## config.mk

```make
export PLATFORM = sky130hd
export DESIGN_NAME = asr_sample_regs
export DESIGN_NICKNAME = d
export VERILOG_FILES = /design/src/common/asr_pkg.sv /design/src/rtl/asr_sample_regs.sv
export SDC_FILE = /design/constraint.sdc
export NUM_CORES = 1
export LEC_CHECK = 0
export BUFFER_PORTS_ARGS = -buffer_cell sky130_fd_sc_hd__buf_2
export CELL_PAD_IN_SITES_DETAIL_PLACEMENT = 1
export CELL_PAD_IN_SITES_GLOBAL_PLACEMENT = 2
export CORE_ASPECT_RATIO = 1.5
export CORE_MARGIN = 5
export CORE_UTILIZATION = 49
export CTS_BUF_LIST = sky130_fd_sc_hd__clkbuf_8
export DETAILED_ROUTE_END_ITERATION = 12
export GPL_ROUTABILITY_DRIVEN = 0
export PLACE_DENSITY = 0.91
export SLEW_MARGIN = 0
export SYNTH_ARGS = -nofsm -noshare
export SYNTH_HDL_FRONTEND = slang
export SYNTH_HIERARCHICAL = 1
export SYNTH_SLANG_ARGS = --single-unit
```

## constraint.sdc

```tcl
create_clock -name clk -period 3.89 [get_ports clk]
set_input_delay 0.778 -clock clk [delete_from_list [all_inputs] [get_ports clk]]
set_output_delay 0.778 -clock clk [all_outputs]
set_load 0.005 [all_outputs]
```

## src/common/asr_pkg.sv

```systemverilog
// Shared constants and types for the sample and status register group.
package asr_pkg;

  // ****************************************************************
  // Register map.
  // ****************************************************************
  localparam logic [7:0] ADDR_STATUS = 8'h00;
  localparam logic [7:0] ADDR_X_HI = 8'h01;
  localparam logic [7:0] ADDR_X_LO = 8'h02;
  localparam logic [7:0] ADDR_Y_HI = 8'h03;
  localparam logic [7:0] ADDR_Y_LO = 8'h04;
  localparam logic [7:0] ADDR_Z_HI = 8'h05;
  localparam logic [7:0] ADDR_Z_LO = 8'h06;
  localparam logic [7:0] ADDR_OPSTATE = 8'h0b;
  localparam logic [7:0] ADDR_AFTER_OPSTATE = 8'h0c;
  localparam logic [7:0] PTR_RST = 8'h00;
  localparam logic [7:0] STATUS_RST = 8'h00;

  // ****************************************************************
  // Field layout.
  // ****************************************************************
  localparam int BIT_ALL_OW = 7;
  localparam int OW_LSB = 4;
  localparam int BIT_ALL_DR = 3;
  localparam int DR_LSB = 0;
  localparam int SAMPLE_W = 10;
  localparam int AXES = 3;
  localparam int LO_PAD = 6;

  // ****************************************************************
  // Operating states, serial port settings and sample buffer size.
  // ****************************************************************
  localparam logic [1:0] MODE_STANDBY = 2'h0;
  localparam logic [1:0] MODE_WAKE = 2'h1;
  localparam logic [1:0] MODE_SLEEP = 2'h2;
  localparam logic [1:0] OPSTATE_RST = MODE_STANDBY;
  // Serial slave address; the value is arbitrary.
  localparam logic [6:0] DEV_ADDR = 7'h2b;
  localparam logic [3:0] BITS_PER_BYTE = 4'h8;
  localparam logic [3:0] LAST_TX_BIT = 4'h7;
  localparam int FIFO_DEPTH = 16;
  localparam int FIFO_W = AXES * SAMPLE_W;

  typedef enum logic [3:0] {
    ST_IDLE = 4'h0,
    ST_ADDR = 4'h1,
    ST_ADDR_ACK = 4'h2,
    ST_REG = 4'h3,
    ST_REG_ACK = 4'h4,
    ST_WDATA = 4'h5,
    ST_WDATA_ACK = 4'h6,
    ST_RDATA = 4'h7,
    ST_RDATA_ACK = 4'h8
  } asr_state_t;

endpackage

```

## src/rtl/asr_sample_regs.sv

```systemverilog
// Sample buffer and serial-read register group with ready and overwrite flags.
//
// Contract
// RULE1: Combined overwrite flag sets when a new sample set overwrites unread data.
// RULE2: Combined overwrite flag clears once every active axis high byte is read.
// RULE3: Per-axis overwrite flag sets on unread replacement, clears on high-byte read.
// RULE4: Combined ready flag sets on new enabled sample, clears after enabled high bytes read.
// RULE5: Per-axis ready flag sets on new sample, clears on its high-byte read.
// RULE6: Each axis sample is ten-bit two's complement across high and low bytes.
// RULE7: High byte holds bits nine to two; low byte bits one, zero on top.
// RULE8: Six sample bytes follow status at consecutive addresses; seven-byte burst.
// RULE9: Fast-read makes auto-increment skip low bytes; four-byte burst.
// RULE10: Host reads a low byte only right after its high byte.
// RULE11: High and low bytes read in sequence come from one sample.
// RULE12: Two-bit operating state: 00 standby, 01 wake, 10 sleep; upper bits zero.
// RULE13: Leaving standby for active clears status, samples and operating state.
// RULE14: Auto-increment only in burst reads; stop discards the stored address.
// RULE15: Writes to these read-only registers are ignored and change nothing.

// ******************************************************************
// Sample FIFO.
// ******************************************************************
module asr_fifo #(
  parameter int WIDTH = 30,
  parameter int DEPTH = 16
) (
  input wire logic clk,
  input wire logic rstN,
  input wire logic [WIDTH-1:0] inData,
  input wire logic inValid,
  output logic inReady,
  output logic [WIDTH-1:0] outData,
  output logic outValid,
  input wire logic outReady
);
  localparam int AW = $clog2(DEPTH);
  localparam logic [AW:0] FULL_CNT = (AW + 1)'(DEPTH);
  localparam logic [AW-1:0] LAST_IDX = AW'(DEPTH - 1);

  logic [WIDTH-1:0] mem_q [DEPTH];
  logic [AW-1:0] wrIdx_q;
  logic [AW-1:0] rdIdx_q;
  logic [AW:0] count_q;
  logic push;
  logic pop;

  // Full and empty come straight from the occupancy count.
  assign inReady = count_q != FULL_CNT;
  assign outValid = count_q != '0;
  assign outData = mem_q[rdIdx_q];
  assign push = inValid && inReady;
  assign pop = outValid && outReady;

  // Storage is written only at the write index.
  always_ff @(posedge clk) begin
    if (push) begin
      mem_q[wrIdx_q] <= inData;
    end
  end

  // Pointers wrap at the depth so it need not be a power of two.
  always_ff @(posedge clk or negedge rstN) begin
    if (!rstN) begin
      wrIdx_q <= '0;
      rdIdx_q <= '0;
      count_q <= '0;
    end else begin
      if (push) begin
        wrIdx_q <= (wrIdx_q == LAST_IDX) ? '0 : wrIdx_q + 1'b1;
      end
      if (pop) begin
        rdIdx_q <= (rdIdx_q == LAST_IDX) ? '0 : rdIdx_q + 1'b1;
      end
      if (push && !pop) begin
        count_q <= count_q + 1'b1;
      end else if (pop && !push) begin
        count_q <= count_q - 1'b1;
      end
    end
  end
endmodule

// ******************************************************************
// Register group with serial slave port.
// ******************************************************************
module asr_sample_regs (
  input wire logic clk,
  input wire logic resetn,
  input wire logic sclIn,
  input wire logic sdaIn,
  output logic sdaOut,
  output logic sdaOe,
  input wire logic [asr_pkg::SAMPLE_W-1:0] sampleX,
  input wire logic [asr_pkg::SAMPLE_W-1:0] sampleY,
  input wire logic [asr_pkg::SAMPLE_W-1:0] sampleZ,
  input wire logic sampleValid,
  output logic sampleReady,
  input wire logic [asr_pkg::AXES-1:0] axisEnable,
  input wire logic fastRead,
  input wire logic [1:0] modeIn
);
  import asr_pkg::*;

  // High-byte address of an axis.
  function automatic logic [7:0] hiAddr(input int axis);
    hiAddr = 8'(2 * axis + 1);
  endfunction

  // Burst auto-increment order; fast-read skips the low bytes.
  function automatic logic [7:0] nextAddr(input logic [7:0] addr, input logic fast);
    case (addr)
      // RULE8 seven-byte burst
      ADDR_STATUS: nextAddr = ADDR_X_HI;
      // RULE9 skip low bytes
      ADDR_X_HI: nextAddr = fast ? ADDR_Y_HI : ADDR_X_LO;
      ADDR_Y_HI: nextAddr = fast ? ADDR_Z_HI : ADDR_Y_LO;
      ADDR_Z_HI: nextAddr = fast ? ADDR_STATUS : ADDR_Z_LO;
      ADDR_X_LO: nextAddr = fast ? ADDR_STATUS : ADDR_Y_HI;
      ADDR_Y_LO: nextAddr = fast ? ADDR_STATUS : ADDR_Z_HI;
      ADDR_Z_LO: nextAddr = ADDR_STATUS;
      ADDR_OPSTATE: nextAddr = ADDR_AFTER_OPSTATE;
      default: nextAddr = addr + 8'h01;
    endcase
  endfunction

  // ****************************************************************
  // Reset release and pin synchronisers.
  // ****************************************************************
  logic [1:0] rstSync_q;
  logic rstN;
  logic [1:0] sclSync_q;
  logic [1:0] sdaSync_q;
  logic sclPrev_q;
  logic sdaPrev_q;
  logic sclRise;
  logic sclFall;
  logic startDet;
  logic stopDet;

  // Reset asserts at once but releases only after two clean edges.
  always_ff @(posedge clk or negedge resetn) begin
    if (!resetn) begin
      rstSync_q <= 2'h0;
    end else begin
      rstSync_q <= {rstSync_q[0], 1'b1};
    end
  end
  assign rstN = rstSync_q[1];

  // The bus pins are asynchronous to clk, so both pass two flops.
  always_ff @(posedge clk or negedge rstN) begin
    if (!rstN) begin
      sclSync_q <= 2'h3;
      sdaSync_q <= 2'h3;
      sclPrev_q <= 1'b1;
      sdaPrev_q <= 1'b1;
    end else begin
      sclSync_q <= {sclSync_q[0], sclIn};
      sdaSync_q <= {sdaSync_q[0], sdaIn};
      sclPrev_q <= sclSync_q[1];
      sdaPrev_q <= sdaSync_q[1];
    end
  end

  // Bus events are seen only on the second synchroniser stage.
  assign sclRise = sclSync_q[1] && !sclPrev_q;
  assign sclFall = !sclSync_q[1] && sclPrev_q;
  assign startDet = sclSync_q[1] && sclPrev_q && sdaPrev_q && !sdaSync_q[1];
  assign stopDet = sclSync_q[1] && sclPrev_q && !sdaPrev_q && sdaSync_q[1];

  // ****************************************************************
  // Serial slave state machine.
  // ****************************************************************
  asr_state_t state_q;
  logic [3:0] bitCnt_q;
  logic [7:0] shift_q;
  logic [7:0] tx_q;
  logic [7:0] regPtr_q;
  logic rw_q;
  logic nack_q;
  logic sdaOe_q;
  logic loadByte;
  logic [7:0] rdData;
  logic busy;

  // A byte is fetched after the address ack, or after a master ack.
  assign loadByte = sclFall && !startDet && !stopDet &&
                    ((state_q == ST_ADDR_ACK && rw_q) ||
                     (state_q == ST_RDATA_ACK && !nack_q));
  assign busy = state_q != ST_IDLE;
  // Open-drain: the pin is only ever pulled low.
  assign sdaOut = 1'b0;
  assign sdaOe = sdaOe_q;

  // Start and stop override every state, including mid-byte.
  always_ff @(posedge clk or negedge rstN) begin
    if (!rstN) begin
      state_q <= ST_IDLE;
      bitCnt_q <= 4'h0;
      shift_q <= 8'h00;
      tx_q <= 8'h00;
      regPtr_q <= PTR_RST;
      rw_q <= 1'b0;
      nack_q <= 1'b0;
      sdaOe_q <= 1'b0;
    end else if (stopDet) begin
      state_q <= ST_IDLE;
      sdaOe_q <= 1'b0;
      // RULE14 stop discards address
      regPtr_q <= PTR_RST;
    end else if (startDet) begin
      state_q <= ST_ADDR;
      bitCnt_q <= 4'h0;
      sdaOe_q <= 1'b0;
    end else if (loadByte) begin
      // RULE14 burst auto-increment
      state_q <= ST_RDATA;
      tx_q <= rdData;
      sdaOe_q <= ~rdData[7];
      bitCnt_q <= 4'h0;
      regPtr_q <= nextAddr(regPtr_q, fastRead);
    end else begin
      unique case (state_q)
        ST_IDLE: begin
          sdaOe_q <= 1'b0;
        end
        ST_ADDR, ST_REG, ST_WDATA: begin
          if (sclRise) begin
            shift_q <= {shift_q[6:0], sdaSync_q[1]};
            bitCnt_q <= bitCnt_q + 4'h1;
          end else if (sclFall && bitCnt_q == BITS_PER_BYTE) begin
            bitCnt_q <= 4'h0;
            if (state_q == ST_ADDR) begin
              rw_q <= shift_q[0];
              sdaOe_q <= shift_q[7:1] == DEV_ADDR;
              state_q <= (shift_q[7:1] == DEV_ADDR) ? ST_ADDR_ACK : ST_IDLE;
            end else if (state_q == ST_REG) begin
              regPtr_q <= shift_q;
              sdaOe_q <= 1'b1;
              state_q <= ST_REG_ACK;
            end else begin
              // RULE15 write data dropped
              sdaOe_q <= 1'b1;
              state_q <= ST_WDATA_ACK;
            end
          end
        end
        ST_ADDR_ACK: begin
          if (sclFall) begin
            sdaOe_q <= 1'b0;
            state_q <= ST_REG;
          end
        end
        ST_REG_ACK, ST_WDATA_ACK: begin
          if (sclFall) begin
            sdaOe_q <= 1'b0;
            state_q <= ST_WDATA;
          end
        end
        ST_RDATA: begin
          if (sclFall) begin
            if (bitCnt_q == LAST_TX_BIT) begin
              sdaOe_q <= 1'b0;
              state_q <= ST_RDATA_ACK;
            end else begin
              tx_q <= {tx_q[6:0], 1'b0};
              sdaOe_q <= ~tx_q[6];
              bitCnt_q <= bitCnt_q + 4'h1;
            end
          end
        end
        ST_RDATA_ACK: begin
          if (sclRise) begin
            nack_q <= sdaSync_q[1];
          end else if (sclFall) begin
            state_q <= ST_IDLE;
          end
        end
        default: begin
          state_q <= ST_IDLE;
          sdaOe_q <= 1'b0;
        end
      endcase
    end
  end

  // ****************************************************************
  // Sample buffer.
  // ****************************************************************
  logic [FIFO_W-1:0] fifoData;
  logic fifoValid;
  logic popSample;

  // Samples wait while a transfer is open, so one burst sees one set.
  assign popSample = fifoValid && !busy;

  asr_fifo #(
    .WIDTH(FIFO_W),
    .DEPTH(FIFO_DEPTH)
  ) sampleFifo (
    .clk(clk),
    .rstN(rstN),
    .inData({sampleZ, sampleY, sampleX}),
    .inValid(sampleValid),
    .inReady(sampleReady),
    .outData(fifoData),
    .outValid(fifoValid),
    .outReady(popSample)
  );

  // ****************************************************************
  // Samples, flags and operating state.
  // ****************************************************************
  logic [SAMPLE_W-1:0] sample_q [AXES];
  logic [1:0] loShadow_q [AXES];
  logic [AXES-1:0] ready_q;
  logic [AXES-1:0] overwrite_q;
  logic allReady_q;
  logic allOverwrite_q;
  logic [1:0] opState_q;
  logic [1:0] modePrev_q;
  logic [AXES-1:0] hiRead;
  logic [AXES-1:0] setReady;
  logic [AXES-1:0] setOverwrite;
  logic [AXES-1:0] readyNext;
  logic allRead;
  logic activate;

  // Leaving standby for wake or sleep counts as entering active operation.
  assign activate = modePrev_q == MODE_STANDBY && modeIn != MODE_STANDBY;

  // Per-axis read strobes and sample events.
  always_comb begin
    for (int i = 0; i < AXES; i++) begin
      hiRead[i] = loadByte && regPtr_q == hiAddr(i);
      setReady[i] = popSample && axisEnable[i];
      setOverwrite[i] = setReady[i] && ready_q[i];
    end
  end

  // RULE5 set wins over clear
  assign readyNext = (ready_q & ~hiRead) | setReady;
  // RULE2 all active high bytes read
  assign allRead = |hiRead && ((readyNext & axisEnable) == '0);

  // Sample words load only from the buffer or clear on activation; bus writes never reach them.
  always_ff @(posedge clk or negedge rstN) begin
    if (!rstN) begin
      for (int i = 0; i < AXES; i++) begin
        sample_q[i] <= '0;
        loShadow_q[i] <= 2'h0;
      end
    end else begin
      for (int i = 0; i < AXES; i++) begin
        if (activate) begin
          // RULE13 clear on activation
          sample_q[i] <= '0;
          loShadow_q[i] <= 2'h0;
        end else begin
          if (setReady[i]) begin
            // RULE6 ten-bit sample store
            sample_q[i] <= fifoData[i*SAMPLE_W +: SAMPLE_W];
          end
          if (hiRead[i]) begin
            // RULE11 low bits frozen at high read
            loShadow_q[i] <= sample_q[i][1:0];
          end
        end
      end
    end
  end

  // Flags: a new sample in the cycle of a read keeps its flag set.
  always_ff @(posedge clk or negedge rstN) begin
    if (!rstN) begin
      ready_q <= '0;
      overwrite_q <= '0;
      allReady_q <= 1'b0;
      allOverwrite_q <= 1'b0;
    end else if (activate) begin
      ready_q <= '0;
      overwrite_q <= '0;
      allReady_q <= 1'b0;
      allOverwrite_q <= 1'b0;
    end else begin
      ready_q <= readyNext;
      // RULE3 per-axis overwrite
      overwrite_q <= (overwrite_q & ~hiRead) | setOverwrite;
      // RULE4 combined ready
      if (|setReady) begin
        allReady_q <= 1'b1;
      end else if (allRead) begin
        allReady_q <= 1'b0;
      end
      // RULE1 combined overwrite
      if (|setOverwrite) begin
        allOverwrite_q <= 1'b1;
      end else if (allRead) begin
        allOverwrite_q <= 1'b0;
      end
    end
  end

  // The mode is mirrored one cycle late; activation clears the copy.
  always_ff @(posedge clk or negedge rstN) begin
    if (!rstN) begin
      opState_q <= OPSTATE_RST;
      modePrev_q <= MODE_STANDBY;
    end else begin
      modePrev_q <= modeIn;
      // RULE12 operating state mirror
      opState_q <= activate ? OPSTATE_RST : modeIn;
    end
  end

  // ****************************************************************
  // Read data multiplexer.
  // ****************************************************************
  // Low bytes always return the shadow, so a random low read gives the
  // bits latched at the last high read of that axis.
  always_comb begin
    rdData = 8'h00;
    unique case (regPtr_q)
      ADDR_STATUS: begin
        rdData[BIT_ALL_OW] = allOverwrite_q;
        rdData[OW_LSB +: AXES] = overwrite_q;
        rdData[BIT_ALL_DR] = allReady_q;
        rdData[DR_LSB +: AXES] = ready_q;
      end
      // RULE7 high byte bits nine to two
      ADDR_X_HI: rdData = sample_q[0][SAMPLE_W-1:2];
      ADDR_Y_HI: rdData = sample_q[1][SAMPLE_W-1:2];
      ADDR_Z_HI: rdData = sample_q[2][SAMPLE_W-1:2];
      // RULE10 low byte follows high byte
      ADDR_X_LO: rdData = {loShadow_q[0], LO_PAD'(0)};
      ADDR_Y_LO: rdData = {loShadow_q[1], LO_PAD'(0)};
      ADDR_Z_LO: rdData = {loShadow_q[2], LO_PAD'(0)};
      ADDR_OPSTATE: rdData = {6'h00, opState_q};
      default: rdData = 8'h00;
    endcase
  end
endmodule

```

==> run summary, run 1 <==
After synthesis, the share of cell area in mux cells is 11.7%. Setup repair after global routing left no endpoint under its margin. The share of cells above drive strength 1 was 19.0%; the reported net switching power was 6080 uW.

Entering global routing, the biggest net connects 80 pins. Internal power comes to 12300 uW. The number of global-route vias before repair is 15400, and the count of flip-flops with a built-in enable after synthesis is 480. By area the synthesized netlist is led by edfxtp_1 60%, dfrtp_1 10%, mux4_2 5.6%. The worst pin sits at a relative slew slack of 29.0%. For the achievable frequency, the log shows 319 MHz. Library cell with the highest instance count after synthesis: edfxtp_1. After synthesis, the largest area contributor takes up 60.2% of total cell area. Die extent in y: 281 um. The detailed router finished its first iteration with 1204 violations. The worst register-to-register path begins at sampleFifo/count_q[2]$_DFFE_PN0P_. The flow ran to the end, and the final reports show no timing, DRC or antenna violations. The cell depth of the worst flop-to-flop path was 11; the ratio of final minimum period to clock period was 80.5%. The insertion delay of the later-clocked pin in the worst-skew pair was 670 ps; the count of warnings emitted by yosys was 6. The element type at the critical path start was a flop. Class of the tightest hold or removal check: primary input to flop.

The floorplan step defined a die boundary enclosing 53500 um2. The final hold violation count came out at 0. The count of input and output buffers is 42. The sequential share of power is 43.5%. For the number of placed instances with taps included, the log shows 2127. The HPWL after detailed placement is 38400 um. The worst setup path is of the flop to flop kind.

The number of clock sinks is 583, and the combinational cell fraction of total power is 29.0%. The run gives 60800 um as the final wirelength. Switching share of power: 33.1%. The cell sitting at the root of the clock tree is a clkbuf_8.

The share of the synthesized netlist area taken by xor and xnor gates is 0.329%, and the number of failing setup endpoints in the final timing report is 0. Final core utilization: 55.2%. The maximum level of the CTS H-tree is 3. Once detail routing completed, the nets flagged for antenna violations numbered 0. The post-synthesis instance area is 24000 um2, and the arrival time reported for the critical path endpoint is 3720 ps. For flop-to-flop paths, the worst setup slack is 760 ps. The tools report the startpoint of the lowest-slack hold path as sclIn. Synthesis produced a netlist whose cell count is 1477. The clock transition time at the flip-flop clock pins of the worst setup and hold paths is 70 ps, and the power share of the clock group is 27.5%.

The run gives 93300 um as the global-route wire length before repair. The worst-case IR drop observed on VDD is 0.000352 V. The effective utilization at floorplan came out at 49.3%. The total overflow left after global routing is 0. Synthesized net count: 1534. The run gives 2289 as the number of cells in the finished layout apart from fillers. In the routed design, unresolved DRC markers number 0. TritonCTS built the clock tree. In this run the core area contains 99 standard-cell rows. The core region is 48600 um2. Overall power consumption after layout is estimated at 18400 uW. In this run the count of I/O pins placed on the die edge is 44.

From left edge to right edge, the die measures 191 um. Counting along the longest clock path gives a buffer depth of 3. Clock skew on the completed layout was measured at 32.1 ps.

Summing the sequential cell areas from Yosys gives 71.0% of the chip area. Summing the areas of all fa, ha and maj instances in the mapped netlist gives 0.867% of the synthesized area. After synthesis, the largest family of logic cells by area is multiplexers.

The flip-flop and latch count after synthesis is 583. The commonest cells after synthesis are 480 x edfxtp_1, 129 x mux2i_1, 107 x nand2_1. After synthesis, the mean cell area works out to 16.2 um2. The growth of design area from synthesis to finish works out to 12.0%. The final count of pins violating max slew is 0, and the fraction of synthesis flops using an asynchronous set or reset pin is 17.7%.

In this run the critical register-to-register path is captured at sampleFifo/count_q[4]$_DFFE_PN0P_. At the end of the flow, the number of nets in the layout was 1617. At the pin with the least slew margin, the transition time is 1070 ps. The sum of negative setup slack came out at 0 ps. The first detailed-routing pass ran for 5 iterations.

TritonCTS created 86 clock buffers. The wire length per cell is 26.6 um, and the leakage power of the design is 0.00952 uW. The number of antenna violations at the first check in global routing was 6. Global routing consumed, over all layers together, 23.1% of the routing resources. The tools report the number of violations of the max-capacitance limit as 0.

After synthesis, the netlist uses 73 different library cells. Dividing the detail-routed via count by the number of cells gives 6.13. Of all nets on the critical path, the largest fanout is 6. The total power divided by cell area is 685 nW/um2. For hold timing, the worst endpoint is sclSync_q[0]$_DFF_PN1_. The largest total area in the synthesized netlist belongs to edfxtp_1.

The synthesized netlist devotes 8.31% of its cell area to compound gates. The worst hold margin came out at 214 ps. After layout, the minimum clock period comes to 3130 ps.

The tools report the nature of the critical path endpoint as a flop. Summing the areas of all and, or, nand and nor instances in the mapped netlist gives 5.44% of the synthesized area. Total number of vias: 14000. The required time of the worst setup path is 4480 ps, and the cell depth of the worst hold path is 1. Most used flip-flop cell after synthesis: edfxtp_1.
logic make-up after synthesis:
group           count (synthesis)
flops                         583
fa+ha+maj                      16
compound gates                284
xor+xnor                        9
simple gates                  267
buf+inv                       113
other cells                     2
mux                           203
sequential cells by signal, summed over array words and instances (netlist names), 3 cells and up:
signal / cells
loShadow_q: 6
sampleFifo/rdIdx_q: 4
regPtr_q: 8
sample_q: 30
sampleFifo/wrIdx_q: 4
ready_q: 3
overwrite_q: 3
tx_q: 7
bitCnt_q: 4
sampleFifo/count_q: 5
shift_q: 8
state_q: 4
sampleFifo/mem_q: 480
final cells by class:
type                    instances  area [um2]
inverters                      18        67.6
diodes                          4        10.0
repair buffers                 90         648
fillers                      4594       21700
well taps                     656         821
multi-input cells             781        6500
clock buffers                  93        1280
clock inverters                64         479
flip-flops and latches        583       17000
layout by cell type (no fill, tap or decap), types with 15 or more instances in the layout:
| cell type | n |
|---|---|
| edfxtp_1 | 480 |
| mux2i_1 | 129 |
| nand2_1 | 107 |
| dfrtp_1 | 94 |
| clkbuf_8 | 93 |
| a221oi_1 | 60 |
| mux4_2 | 60 |
| a21oi_1 | 59 |
| o21ai_0 | 57 |
| nand3_1 | 56 |
| inv_1 | 43 |
| a22oi_1 | 43 |
| buf_2 | 42 |
| buf_4 | 41 |
| nor2_1 | 23 |
| clkinv_1 | 21 |
| ha_1 | 15 |
how the worst max path moves through the flow:
stage	endpoint	startpoint	slack, ps	cells after the start
after CTS	sampleFifo/count_q[4]$_DFFE_PN0P_	sampleFifo/count_q[3]$_DFFE_PN0P_	740	11
after floorplan	sampleFifo/mem_q[0][0]$_DFFE_PP_	sampleValid	170	4
after detailed placement	sampleFifo/count_q[4]$_DFFE_PN0P_	sampleFifo/count_q[3]$_DFFE_PN0P_	770	11
final	sampleFifo/count_q[4]$_DFFE_PN0P_	sampleFifo/count_q[2]$_DFFE_PN0P_	760	11
after global placement	sampleFifo/count_q[4]$_DFFE_PN0P_	sampleFifo/count_q[3]$_DFFE_PN0P_	850	11
after global routing	sampleFifo/count_q[4]$_DFFE_PN0P_	sampleFifo/count_q[2]$_DFFE_PN0P_	610	11
what timing repair did:
| item | CTS | global route |
|---|---|---|
| setup buffers | 0 | 0 |
| gates resized for setup | 0 | 0 |
| hold endpoints to repair | 2 | 0 |
| hold buffers | 1 | 0 |
| setup endpoints to repair | 0 | 0 |
worst max-delay path, stage by stage (launching register included):
cell and delay, ps:
dfrtp_1 410, or3_4 410, or3_1 380, and2_1 200
o31ai_4 110, ha_1 240, inv_1 120, fa_1 420
a21o_1 180, a21oi_1 190, mux2i_1 250, xnor2_1 150
power groups by stage:
stage	logic (uW)	registers (uW)	clock network, uW
after floorplan	3720	7840	0
after global placement	5020	8060	0
after detailed placement	5270	8130	0
after CTS	5330	8010	5180
after global routing	5670	8060	5520
final	5330	8000	5050
through the flow:
step / setup slack, ps / instance area [um2]
floorplan: 173 / 24000
global placement: 854 / 25000
detailed placement: 766 / 25000
CTS: 740 / 26800
global route: 608 / 26800
finish: 759 / 26800
per-layer routing:
layer / share of wire, % / GRT usage, % / wire length, um
met3: 5.6 / 4.24 / 3430
met4: 3.9 / 10.0 / 2400
met2: 54 / 41.8 / 32700
met1: 37 / 26.6 / 22200
met5: 0 / 0 / 0
(Power assumes the default switching activity.)
==> inputs of run 2 (changes only) <==
--- a/config.mk
+++ b/config.mk
@@ -5,12 +5,13 @@
 export SDC_FILE = /design/constraint.sdc
 export NUM_CORES = 1
 export LEC_CHECK = 0
+export ABC_AREA = 1
 export BUFFER_PORTS_ARGS = -buffer_cell sky130_fd_sc_hd__buf_2
 export CELL_PAD_IN_SITES_DETAIL_PLACEMENT = 1
 export CELL_PAD_IN_SITES_GLOBAL_PLACEMENT = 2
 export CORE_ASPECT_RATIO = 1.5
 export CORE_MARGIN = 5
-export CORE_UTILIZATION = 49
+export CORE_UTILIZATION = 43
 export CTS_BUF_LIST = sky130_fd_sc_hd__clkbuf_8
 export DETAILED_ROUTE_END_ITERATION = 12
 export GPL_ROUTABILITY_DRIVEN = 0
==> constraint.sdc (replaced) <==
create_clock -name clk -period 2.9 [get_ports clk]
set_input_delay 0.58 -clock clk [delete_from_list [all_inputs] [get_ports clk]]
set_output_delay 0.58 -clock clk [all_outputs]
set_load 0.005 [all_outputs]
==> run summary, run 2 <==
The flow ran to the end, and the final reports show no timing, DRC or antenna violations. The count of flip-flops with a built-in enable after synthesis was 480 (unchanged). The run gives 2570 (+74%) as the cell count after synthesis. The total global-route track usage came out at 22.4% (-0.63 points). The critical path goes through nor2_1 -> nand4_1 -> inv_1 -> nor2_2 -> nand2_1 -> ha_1 -> inv_1 -> fa_1 -> nand2_1 -> nand3_1 -> nand3_1 -> nand2_1 -> nand2_1 -> nand2_1. The run gives 1088 (-9.6%) as the iteration-0 DRC count of the detailed router. The number of buffers inserted for hold repair after clock tree synthesis is 3 (+2), and the residual DRC count is 0 (unchanged).

The library cell used most frequently in the layout, excluding fill and tap cells, is nand2_1. The total CTS buffers was 92 (+7.0%). The power share of the clock group came out at 25.0% (-2.5 points). The count of input and output buffers works out to 42 (unchanged). The core area is 59100 um2 (+22%). Sorting the synthesized cells by how often they occur yields 921 x nand2_1, 480 x edfxtp_1, 273 x inv_1. The sequential cell area fraction in the yosys report is 66.4% (-4.6 points), and the achievable frequency is 392 MHz (+23%). The area of the die was 64700 um2 (+21%). The largest registers in the layout are sampleFifo/mem_q: 480 flops, sample_q: 30 flops.

For the number of placed instances with taps included, the log shows 3328 (+56%). The final count of pins violating max slew is 0 (unchanged), and the critical-path maximum fanout is 8 (+2). The tools report the number of antenna violations at the first check in global routing as 1 (-5).

The kind of critical path is flop to flop. Total power divided by cell area: 937 nW/um2 (+37%). The run gives 583 (unchanged) as the number of clock sinks. For the remaining max-slew budget at the tightest pin, the log shows 34.2% (+5.2 points). The run gives 20000 (+30%) as the number of global-route vias before repair.

The largest net degree at the start of global routing was 67 (-16%). The logs give 2705 (+67%) for the final-stage net count and 0 (unchanged) for the overall overflow remaining after global route. More flip-flops sit in one register than any other, and that register is sampleFifo/mem_q.

Share of cells above drive strength 1: 9.54% (-9.5 points). The final hold violation count is 0 (unchanged), and the combinational cell fraction of total power is 34.7% (+5.7 points). The total number of vias was 18300 (+30%).

The fraction of synthesis flops using an asynchronous set or reset pin works out to 17.7% (unchanged). The library cell with the highest instance count after synthesis was nand2_1. Compared with the post-synthesis result, the final layout area differs by 12.2%. The run gives 46100 um (+20%) as the post-detailed-placement half-perimeter wirelength. The share of the synthesized area in the top cell type came out at 56.3% (-3.9 points).

The required time of the worst setup path came out at 3470 ps (-1010 ps). Setup repair after global routing left no endpoint under its margin. The flip-flop and latch count after synthesis works out to 583 (unchanged). Clock transition time at the flip-flop clock pins of the worst setup and hold paths: 60 ps (about the same). The switching share of power works out to 39.9% (+6.8 points). The average via count per standard cell is 5.22 (-15%), and the number of buffers on the longest clock path is 3 (unchanged). The sum of negative setup slack is 0 ps (unchanged), and the worst setup skew after layout is 50.7 ps (+18.6 ps).

Cell taking the most area after synthesis: edfxtp_1. The x dimension of the die is 209 um (+9.8%), and the first-pass iteration count of the detailed router is 5 (unchanged). The logs give 16200 uW (+32%) for the internal power consumption and 109 (+10%) for the number of standard-cell rows in the floorplan. The tools report the final wirelength as 72600 um (+19%).

Cell area after placement: 27000 um2 (+7.7%). The number of violations of the max-capacitance limit is 0 (unchanged), and the arrival time reported for the critical path endpoint is 3120 ps (-600 ps). The run gives 73.6 ps (-141 ps) as the worst hold margin. The number of failing setup endpoints in the final timing report came out at 0 (unchanged).

In the synthesized netlist the dominant register cell turns out to be edfxtp_1. The global-route wire length before repair is 113000 um (+21%), and the ratio of final minimum period to clock period is 88.0% (+7.5 points). The minimum clock period after layout works out to 2550 ps (-578 ps).

The worst setup path is launched from a flop. Die extent in y: 309 um (+10%). Average instance area after synthesis: 9.97 um2 (-39%). The number of buffers added for setup after CTS was 0 (unchanged); the synthesized net count was 2627 (+71%).

Leaving out fill and tap cells, the most frequent cells in the layout are 921 x nand2_1, 480 x edfxtp_1, 307 x inv_1. Total buffers and inverters traversed by the critical path: 2 (+1). The tools report the root buffer cell as clkbuf_8. The run gives 0 (unchanged) as the quantity of gates resized following cts.

The number of flip-flops in the largest register came out at 480 (unchanged). The worst-case setup slack after placement was 373 ps (-393 ps). The dominant delay contributor by cell family on the critical path was simple AND/OR/NAND/NOR gates. For the reported net switching power, the log shows 10700 uW (+76%).

The sequential share of power is 40.3% (-3.2 points). Sorting the synthesized cells by area gives the leading types as edfxtp_1 56%, nand2_1 13%, dfrtp_1 9.5%. The stage delay of the slowest cell on the critical path was 450 ps (+30 ps). Among all stages on the critical path, the largest delay is contributed by dfrtp_1. In this run the worst hold path is classified as primary input to flop. For the effective utilization at floorplan, the log shows 43.4% (-6.0 points). The slew at the pin closest to its max-slew limit was 988 ps (-77.8 ps). The run gives 45 (-38%) as the number of library cell types mapped by synthesis. The flop-to-flop setup slack is 350 ps (-410 ps), and the number of cells in the finished layout apart from fillers is 3503 (+53%). Among the stages of the critical path, the cell type that occurs most often is nand2_1. The wire length per cell came out at 20.7 um (-22%).

The final instance area is 28700 um2 (+7.2%). TritonCTS built the clock tree. The final worst setup slack is 347 ps (-412 ps), and the total I/O pin count is 44 (unchanged). The count of warnings emitted by yosys is 6 (unchanged).

Maximum level of the CTS H-tree: 3 (unchanged). The nature of the critical path endpoint was a flop. The logs give 720 ps (+50 ps) for the insertion delay of the later-clocked pin in the worst-skew pair and 0.000476 V (+35%) for the largest vdd supply drop. Post-synthesis instance area: 25600 um2 (+6.9%).

The leakage power of the design came out at 0.0121 uW (+28%). The remaining number of nets flagged by the antenna check after routing is 0 (unchanged).
run 2: changes by cell type after synthesis, sizes merged, moves of 17 or more:
cell / previous run / this run
nand3: 58 / 245
clkbuf: 56 / 18
a221oi: 60 / 0
nand2: 107 / 927
a22oi: 43 / 1
mux4: 60 / 0
o21ai: 58 / 75
inv: 18 / 281
nor2: 35 / 237
buf: 39 / 90
mux2i: 129 / 0
a21oi: 61 / 30
run 2: cells by family after synthesis:
| group | after synthesis | synth area share [%] |
|---|---|---|
| AND/OR/NAND/NOR | 1435 | 22.7 |
| flip-flops | 583 | 66.4 |
| buffers and inverters | 389 | 6.82 |
| AO/OA/AOI/OAI | 135 | 2.94 |
| adder cells (fa/ha/maj) | 16 | 0.811 |
| XOR/XNOR | 10 | 0.342 |
| other | 2 | 0.0293 |
run 2: routing by layer:
metal | part of all wire [%] | vias to the layer above | track usage (%)
li1 | - | 8523 | -
met1 | 38 | 9240 | 25.1
met2 | 55 | 359 | 42.6
met3 | 3.4 | 159 | 2.96
met4 | 3.7 | 0 | 9.60
met5 | 0 | - | 0
run 2: layout make-up:
| type | instances | area (um2) |
|---|---|---|
| Antenna cell | 1 | 2.50 |
| Multi-Input combinational cell | 1598 | 7000 |
| Tap cell | 777 | 972 |
| Timing Repair Buffer | 92 | 943 |
| Fill cell | 6583 | 30300 |
| Clock inverter | 78 | 460 |
| Sequential cell | 583 | 17000 |
| Inverter | 281 | 1060 |
| Clock buffer | 93 | 1280 |
run 2: worst reg2reg max path, delay by kind of cell, from the launching register on:
kind                       cells  cell delay [ps]
adders and majority gates      2              640
buffers and inverters          2              250
and+or+nand+nor               10             1110
DFF                            1              450
run 2: worst paths after layout:
kind / startpoint / end / depth (start not counted)
worst max register to register: sampleFifo/count_q[0]$_DFFE_PN0P_ / sampleFifo/count_q[4]$_DFFE_PN0P_ / 14
worst min register to register: rstSync_q[0]$_DFF_PN0_ / rstSync_q[1]$_DFF_PN0_ / 0
worst min-delay path: modeIn[0] / modePrev_q[0]$_DFF_PN0_ / 1
worst max-delay path: sampleFifo/count_q[0]$_DFFE_PN0P_ / sampleFifo/count_q[4]$_DFFE_PN0P_ / 14
min in group asynchronous: resetn / rstSync_q[1]$_DFF_PN0_ / 2
max in group asynchronous: rstSync_q[1]$_DFF_PN0_ / sample_q[7]$_DFFE_PN0P_ / 1
run 2: power by group through the flow:
| stage | Sequential [uW] | Combinational, uW | Clock, uW |
|---|---|---|---|
| after floorplan | 10700 | 6250 | 0 |
| after global placement | 10900 | 8930 | 0 |
| after detailed placement | 11000 | 9310 | 0 |
| after CTS | 10800 | 9390 | 6900 |
| after global routing | 10900 | 10300 | 7300 |
| final | 10800 | 9340 | 6720 |
run 2: through the flow:
stage / util (%) / power (uW)
after floorplan: - / 17000
after global placement: 45.7 / 19900
after detailed placement: 45.7 / 20300
after CTS: 48.7 / 27100
after global routing: 48.7 / 28500
final: 48.7 / 26900
==> inputs of run 3 (changes only) <==
--- a/config.mk
+++ b/config.mk
@@ -11,13 +11,12 @@
 export CELL_PAD_IN_SITES_GLOBAL_PLACEMENT = 2
 export CORE_ASPECT_RATIO = 1.5
 export CORE_MARGIN = 5
-export CORE_UTILIZATION = 43
+export CORE_UTILIZATION = 45
 export CTS_BUF_LIST = sky130_fd_sc_hd__clkbuf_8
 export DETAILED_ROUTE_END_ITERATION = 12
 export GPL_ROUTABILITY_DRIVEN = 0
-export PLACE_DENSITY = 0.91
+export PLACE_DENSITY = 0.9
 export SLEW_MARGIN = 0
 export SYNTH_ARGS = -nofsm -noshare
 export SYNTH_HDL_FRONTEND = slang
-export SYNTH_HIERARCHICAL = 1
 export SYNTH_SLANG_ARGS = --single-unit
==> run summary, run 3 <==
The run finished with clean final reports. Critical-path maximum fanout: 6 (-2). In the layout the commonest cells are 480 x edfxtp_1, 288 x o21ai_0, 279 x nor2_1.

The logs give 26300 uW (-2.2%) for the overall power and 3 (unchanged) for the number of buffers on the longest clock path. For the core area, the log shows 52700 um2 (-11%). Number of standard-cell rows in the floorplan: 103 (-5.5%). The simple-gate share of the synthesized area is 12.2% (-11 points), and the die extent in y is 293 um (-5.3%).

Leading cell type in the layout, fill and taps excluded: edfxtp_1. The logs give 24000 um2 (-6.5%) for the post-synthesis instance area and 0 (unchanged) for the final count of pins violating max slew. After synthesis, the most frequently instantiated cells are 480 x edfxtp_1, 296 x nor2_1, 288 x o21ai_0.

The nature of the critical path endpoint was a flop. The overall overflow remaining after global route was 0 (unchanged); the minimum clock period after layout was 2570 ps (+19.4 ps). For the residual DRC count, the log shows 0 (unchanged). The remaining number of nets flagged by the antenna check after routing was 0 (unchanged); the share of the synthesized netlist area taken by xor and xnor gates was 0.366% (+0.024 points).

The tools report the achievable frequency as 389 MHz (-0.75%). The count of input and output buffers was 42 (unchanged); the number of flip-flops in the largest register was 480 (unchanged). The tools report the synthesized net count as 2045 (-22%).

Quantity of gates resized following cts: 0 (unchanged). Setup repair after global routing left no endpoint under its margin. The average instance area after synthesis came out at 12.1 um2 (+21%).

The total power divided by cell area works out to 974 nW/um2 (+4.0%). Adder-cell area share of the yosys netlist: 0.867% (+0.056 points). The fraction of synthesis flops using an asynchronous set or reset pin was 17.7% (unchanged). For the worst-case setup slack after placement, the log shows 323 ps (-50.2 ps).

Relative to the synthesized area, the layout overhead comes to 12.8%. The cell count after synthesis was 1988 (-23%). The area of the die was 58000 um2 (-10%); the clock transition time at the flip-flop clock pins of the worst setup and hold paths was 70 ps (about the same).

The count of warnings emitted by yosys is 0 (-6). Post-detailed-placement half-perimeter wirelength: 44100 um (-4.5%). The insertion delay of the later-clocked pin in the worst-skew pair came out at 720 ps (about the same). In the final layout, the registers with the most flip-flops are sampleFifo.mem_q: 480 flops, sample_q: 30 flops. The register bank with the most flops is sampleFifo.mem_q. For the number of global-route vias before repair, the log shows 18100 (-9.2%).

The number of antenna violations at the first check in global routing is 6 (+5), and the first-pass iteration count of the detailed router is 5 (unchanged). The wire length per cell is 24.8 um (+20%), and the ratio of final minimum period to clock period is 88.7% (+0.67 points). The count of flip-flops with a built-in enable after synthesis was 480 (unchanged). The run gives 104 (+55%) as the largest net degree at the start of global routing. The share of cells above drive strength 1 was 13.8% (+4.3 points). Required time of the worst setup path: 3470 ps (about the same).

Clock tree synthesis selected as its root buffer the cell clkbuf_8. For the number of buffers added for setup after CTS, the log shows 0 (unchanged). The number of library cell types mapped by synthesis was 52 (+16%); the final wirelength was 70500 um (-2.8%). The complex-gate fraction of the synthesized area is 12.1% (+9.1 points), and the total CTS buffers is 89 (-3.3%). The final-stage net count was 2138 (-21%); the sum of negative setup slack was 0 ps (unchanged). The biggest area contributor in the post-synthesis netlist is edfxtp_1. The share of synthesized area spent on multiplexers works out to 0.0470% (+0.047 points). By area, the combinational part of the netlist is dominated by simple AND/OR/NAND/NOR gates. The flip-flop and latch count after synthesis was 583 (unchanged). TritonCTS built the clock tree. Final worst setup slack: 328 ps (-19.4 ps). The most used flip-flop cell after synthesis is edfxtp_1.

The total number of vias is 16600 (-9.4%), and the number of violations of the max-capacitance limit is 0 (unchanged). Sorting the synthesized cells by area gives the leading types as edfxtp_1 60%, dfrtp_1 10%, o21ai_0 6.0%. The x dimension of the die came out at 198 um (-5.2%).

The leakage power of the design was 0.00958 uW (-21%); the total I/O pin count was 44 (unchanged). The global-route wire length before repair came out at 106000 um (-5.8%). The worst setup skew after layout is 47.4 ps (-3.23 ps). For the effective utilization at floorplan, the log shows 45.4% (+2.1 points). The worst setup path is launched from a flop. The arrival time reported for the critical path endpoint is 3140 ps (+20 ps), and the share of the synthesized area in the top cell type is 60.2% (+3.9 points).

Number of clock sinks: 583 (unchanged). The tools report the maximum level of the CTS H-tree as 3 (unchanged). The path class of the tightest hold or removal check is primary input to asynchronous set/reset pin. Slew at the pin closest to its max-slew limit: 1120 ps (+134 ps). Sequential cell area fraction in the yosys report: 71.0% (+4.6 points).

The critical path is of the flop to flop type. The largest vdd supply drop was 0.000582 V (+22%); the average via count per standard cell was 5.83 (+12%). The total global-route track usage is 24.1% (+1.7 points), and the number of failing setup endpoints in the final timing report is 0 (unchanged). For the remaining max-slew budget at the tightest pin, the log shows 25.0% (-9.1 points). The library cell with the highest instance count after synthesis is edfxtp_1. For the worst hold margin, the log shows 199 ps (+125 ps). The iteration-0 DRC count of the detailed router is 1263 (+16%). The run gives 0 (unchanged) as the final hold violation count.
run 3: stage by stage:
stage | instance area [um2] | instances | util, %
2_1_floorplan | 24000 | 1988 | -
3_3_place_gp | 25300 | 2667 | 48.0
3_5_place_dp | 25300 | 2667 | 48.0
4_1_cts | 27000 | 2837 | 51.3
5_1_grt | 27000 | 2841 | 51.3
6_report | 27000 | 2841 | 51.3
run 3: per-layer routing:
metal	vias to the layer above	routed length [um]	global-route usage, %
met5	-	7	0
met4	2	3520	12.3
met3	185	3560	4.20
met2	544	37400	43.3
met1	8455	26000	27.4
li1	7381	-	-
run 3: path summary, 6_finish.rpt:
kind | from | end | slack, ps | cells after the start
max | state_q[2]$_DFFE_PN0P_ | sampleFifo.count_q[4]$_DFFE_PN0P_ | 330 | 13
min | resetn | rstSync_q[1]$_DFF_PN0_ | 200 | 2
max reg2reg | state_q[2]$_DFFE_PN0P_ | sampleFifo.count_q[4]$_DFFE_PN0P_ | 330 | 13
min reg2reg | rstSync_q[1]$_DFF_PN0_ | opState_q[0]$_DFF_PN0_ | 350 | 0
max in group asynchronous | rstSync_q[1]$_DFF_PN0_ | sample_q[29]$_DFFE_PN0P_ | 1720 | 1
min in group clk | sampleZ[7] | sampleFifo.mem_q[14][27]$_DFFE_PP_ | 240 | 1
run 3: layout make-up:
| class | instances | area [um2] |
|---|---|---|
| Antenna cell | 4 | 10.0 |
| Clock buffer | 90 | 1240 |
| Clock inverter | 75 | 413 |
| Fill cell | 5426 | 25700 |
| Inverter | 96 | 370 |
| Multi-Input combinational cell | 1205 | 6250 |
| Sequential cell | 583 | 17000 |
| Tap cell | 682 | 853 |
| Timing Repair Buffer | 106 | 878 |
run 3: worst max-delay path, cell delays in order (launching register included):
cell and delay (ps):
dfrtp_1 440, inv_1 110, nand2_1 110, nor3_2 230
nand2_2 150, ha_1 260, inv_1 150, ha_1 300
a21o_1 200, a21oi_1 180, nand2_1 80, nand2_1 60
nor2_1 50, xor2_1 140
run 3: logic make-up after synthesis:
family	after synthesis
AO/OA/AOI/OAI	498
XOR/XNOR	10
adder cells (fa/ha/maj)	16
buffers and inverters	200
flip-flops	583
multiplexers	1
other	2
AND/OR/NAND/NOR	678
run 3: what timing repair did:
| item | 4_1_cts | 5_1_grt |
|---|---|---|
| setup endpoints to repair | 0 | 0 |
| hold endpoints to repair | 6 | 0 |
| hold buffers | 5 | 0 |
run 3: where the power goes:
part / switching [uW] / internal (uW)
Sequential: 527 / 10200
Combinational: 6560 / 2590
Clock: 3280 / 3180
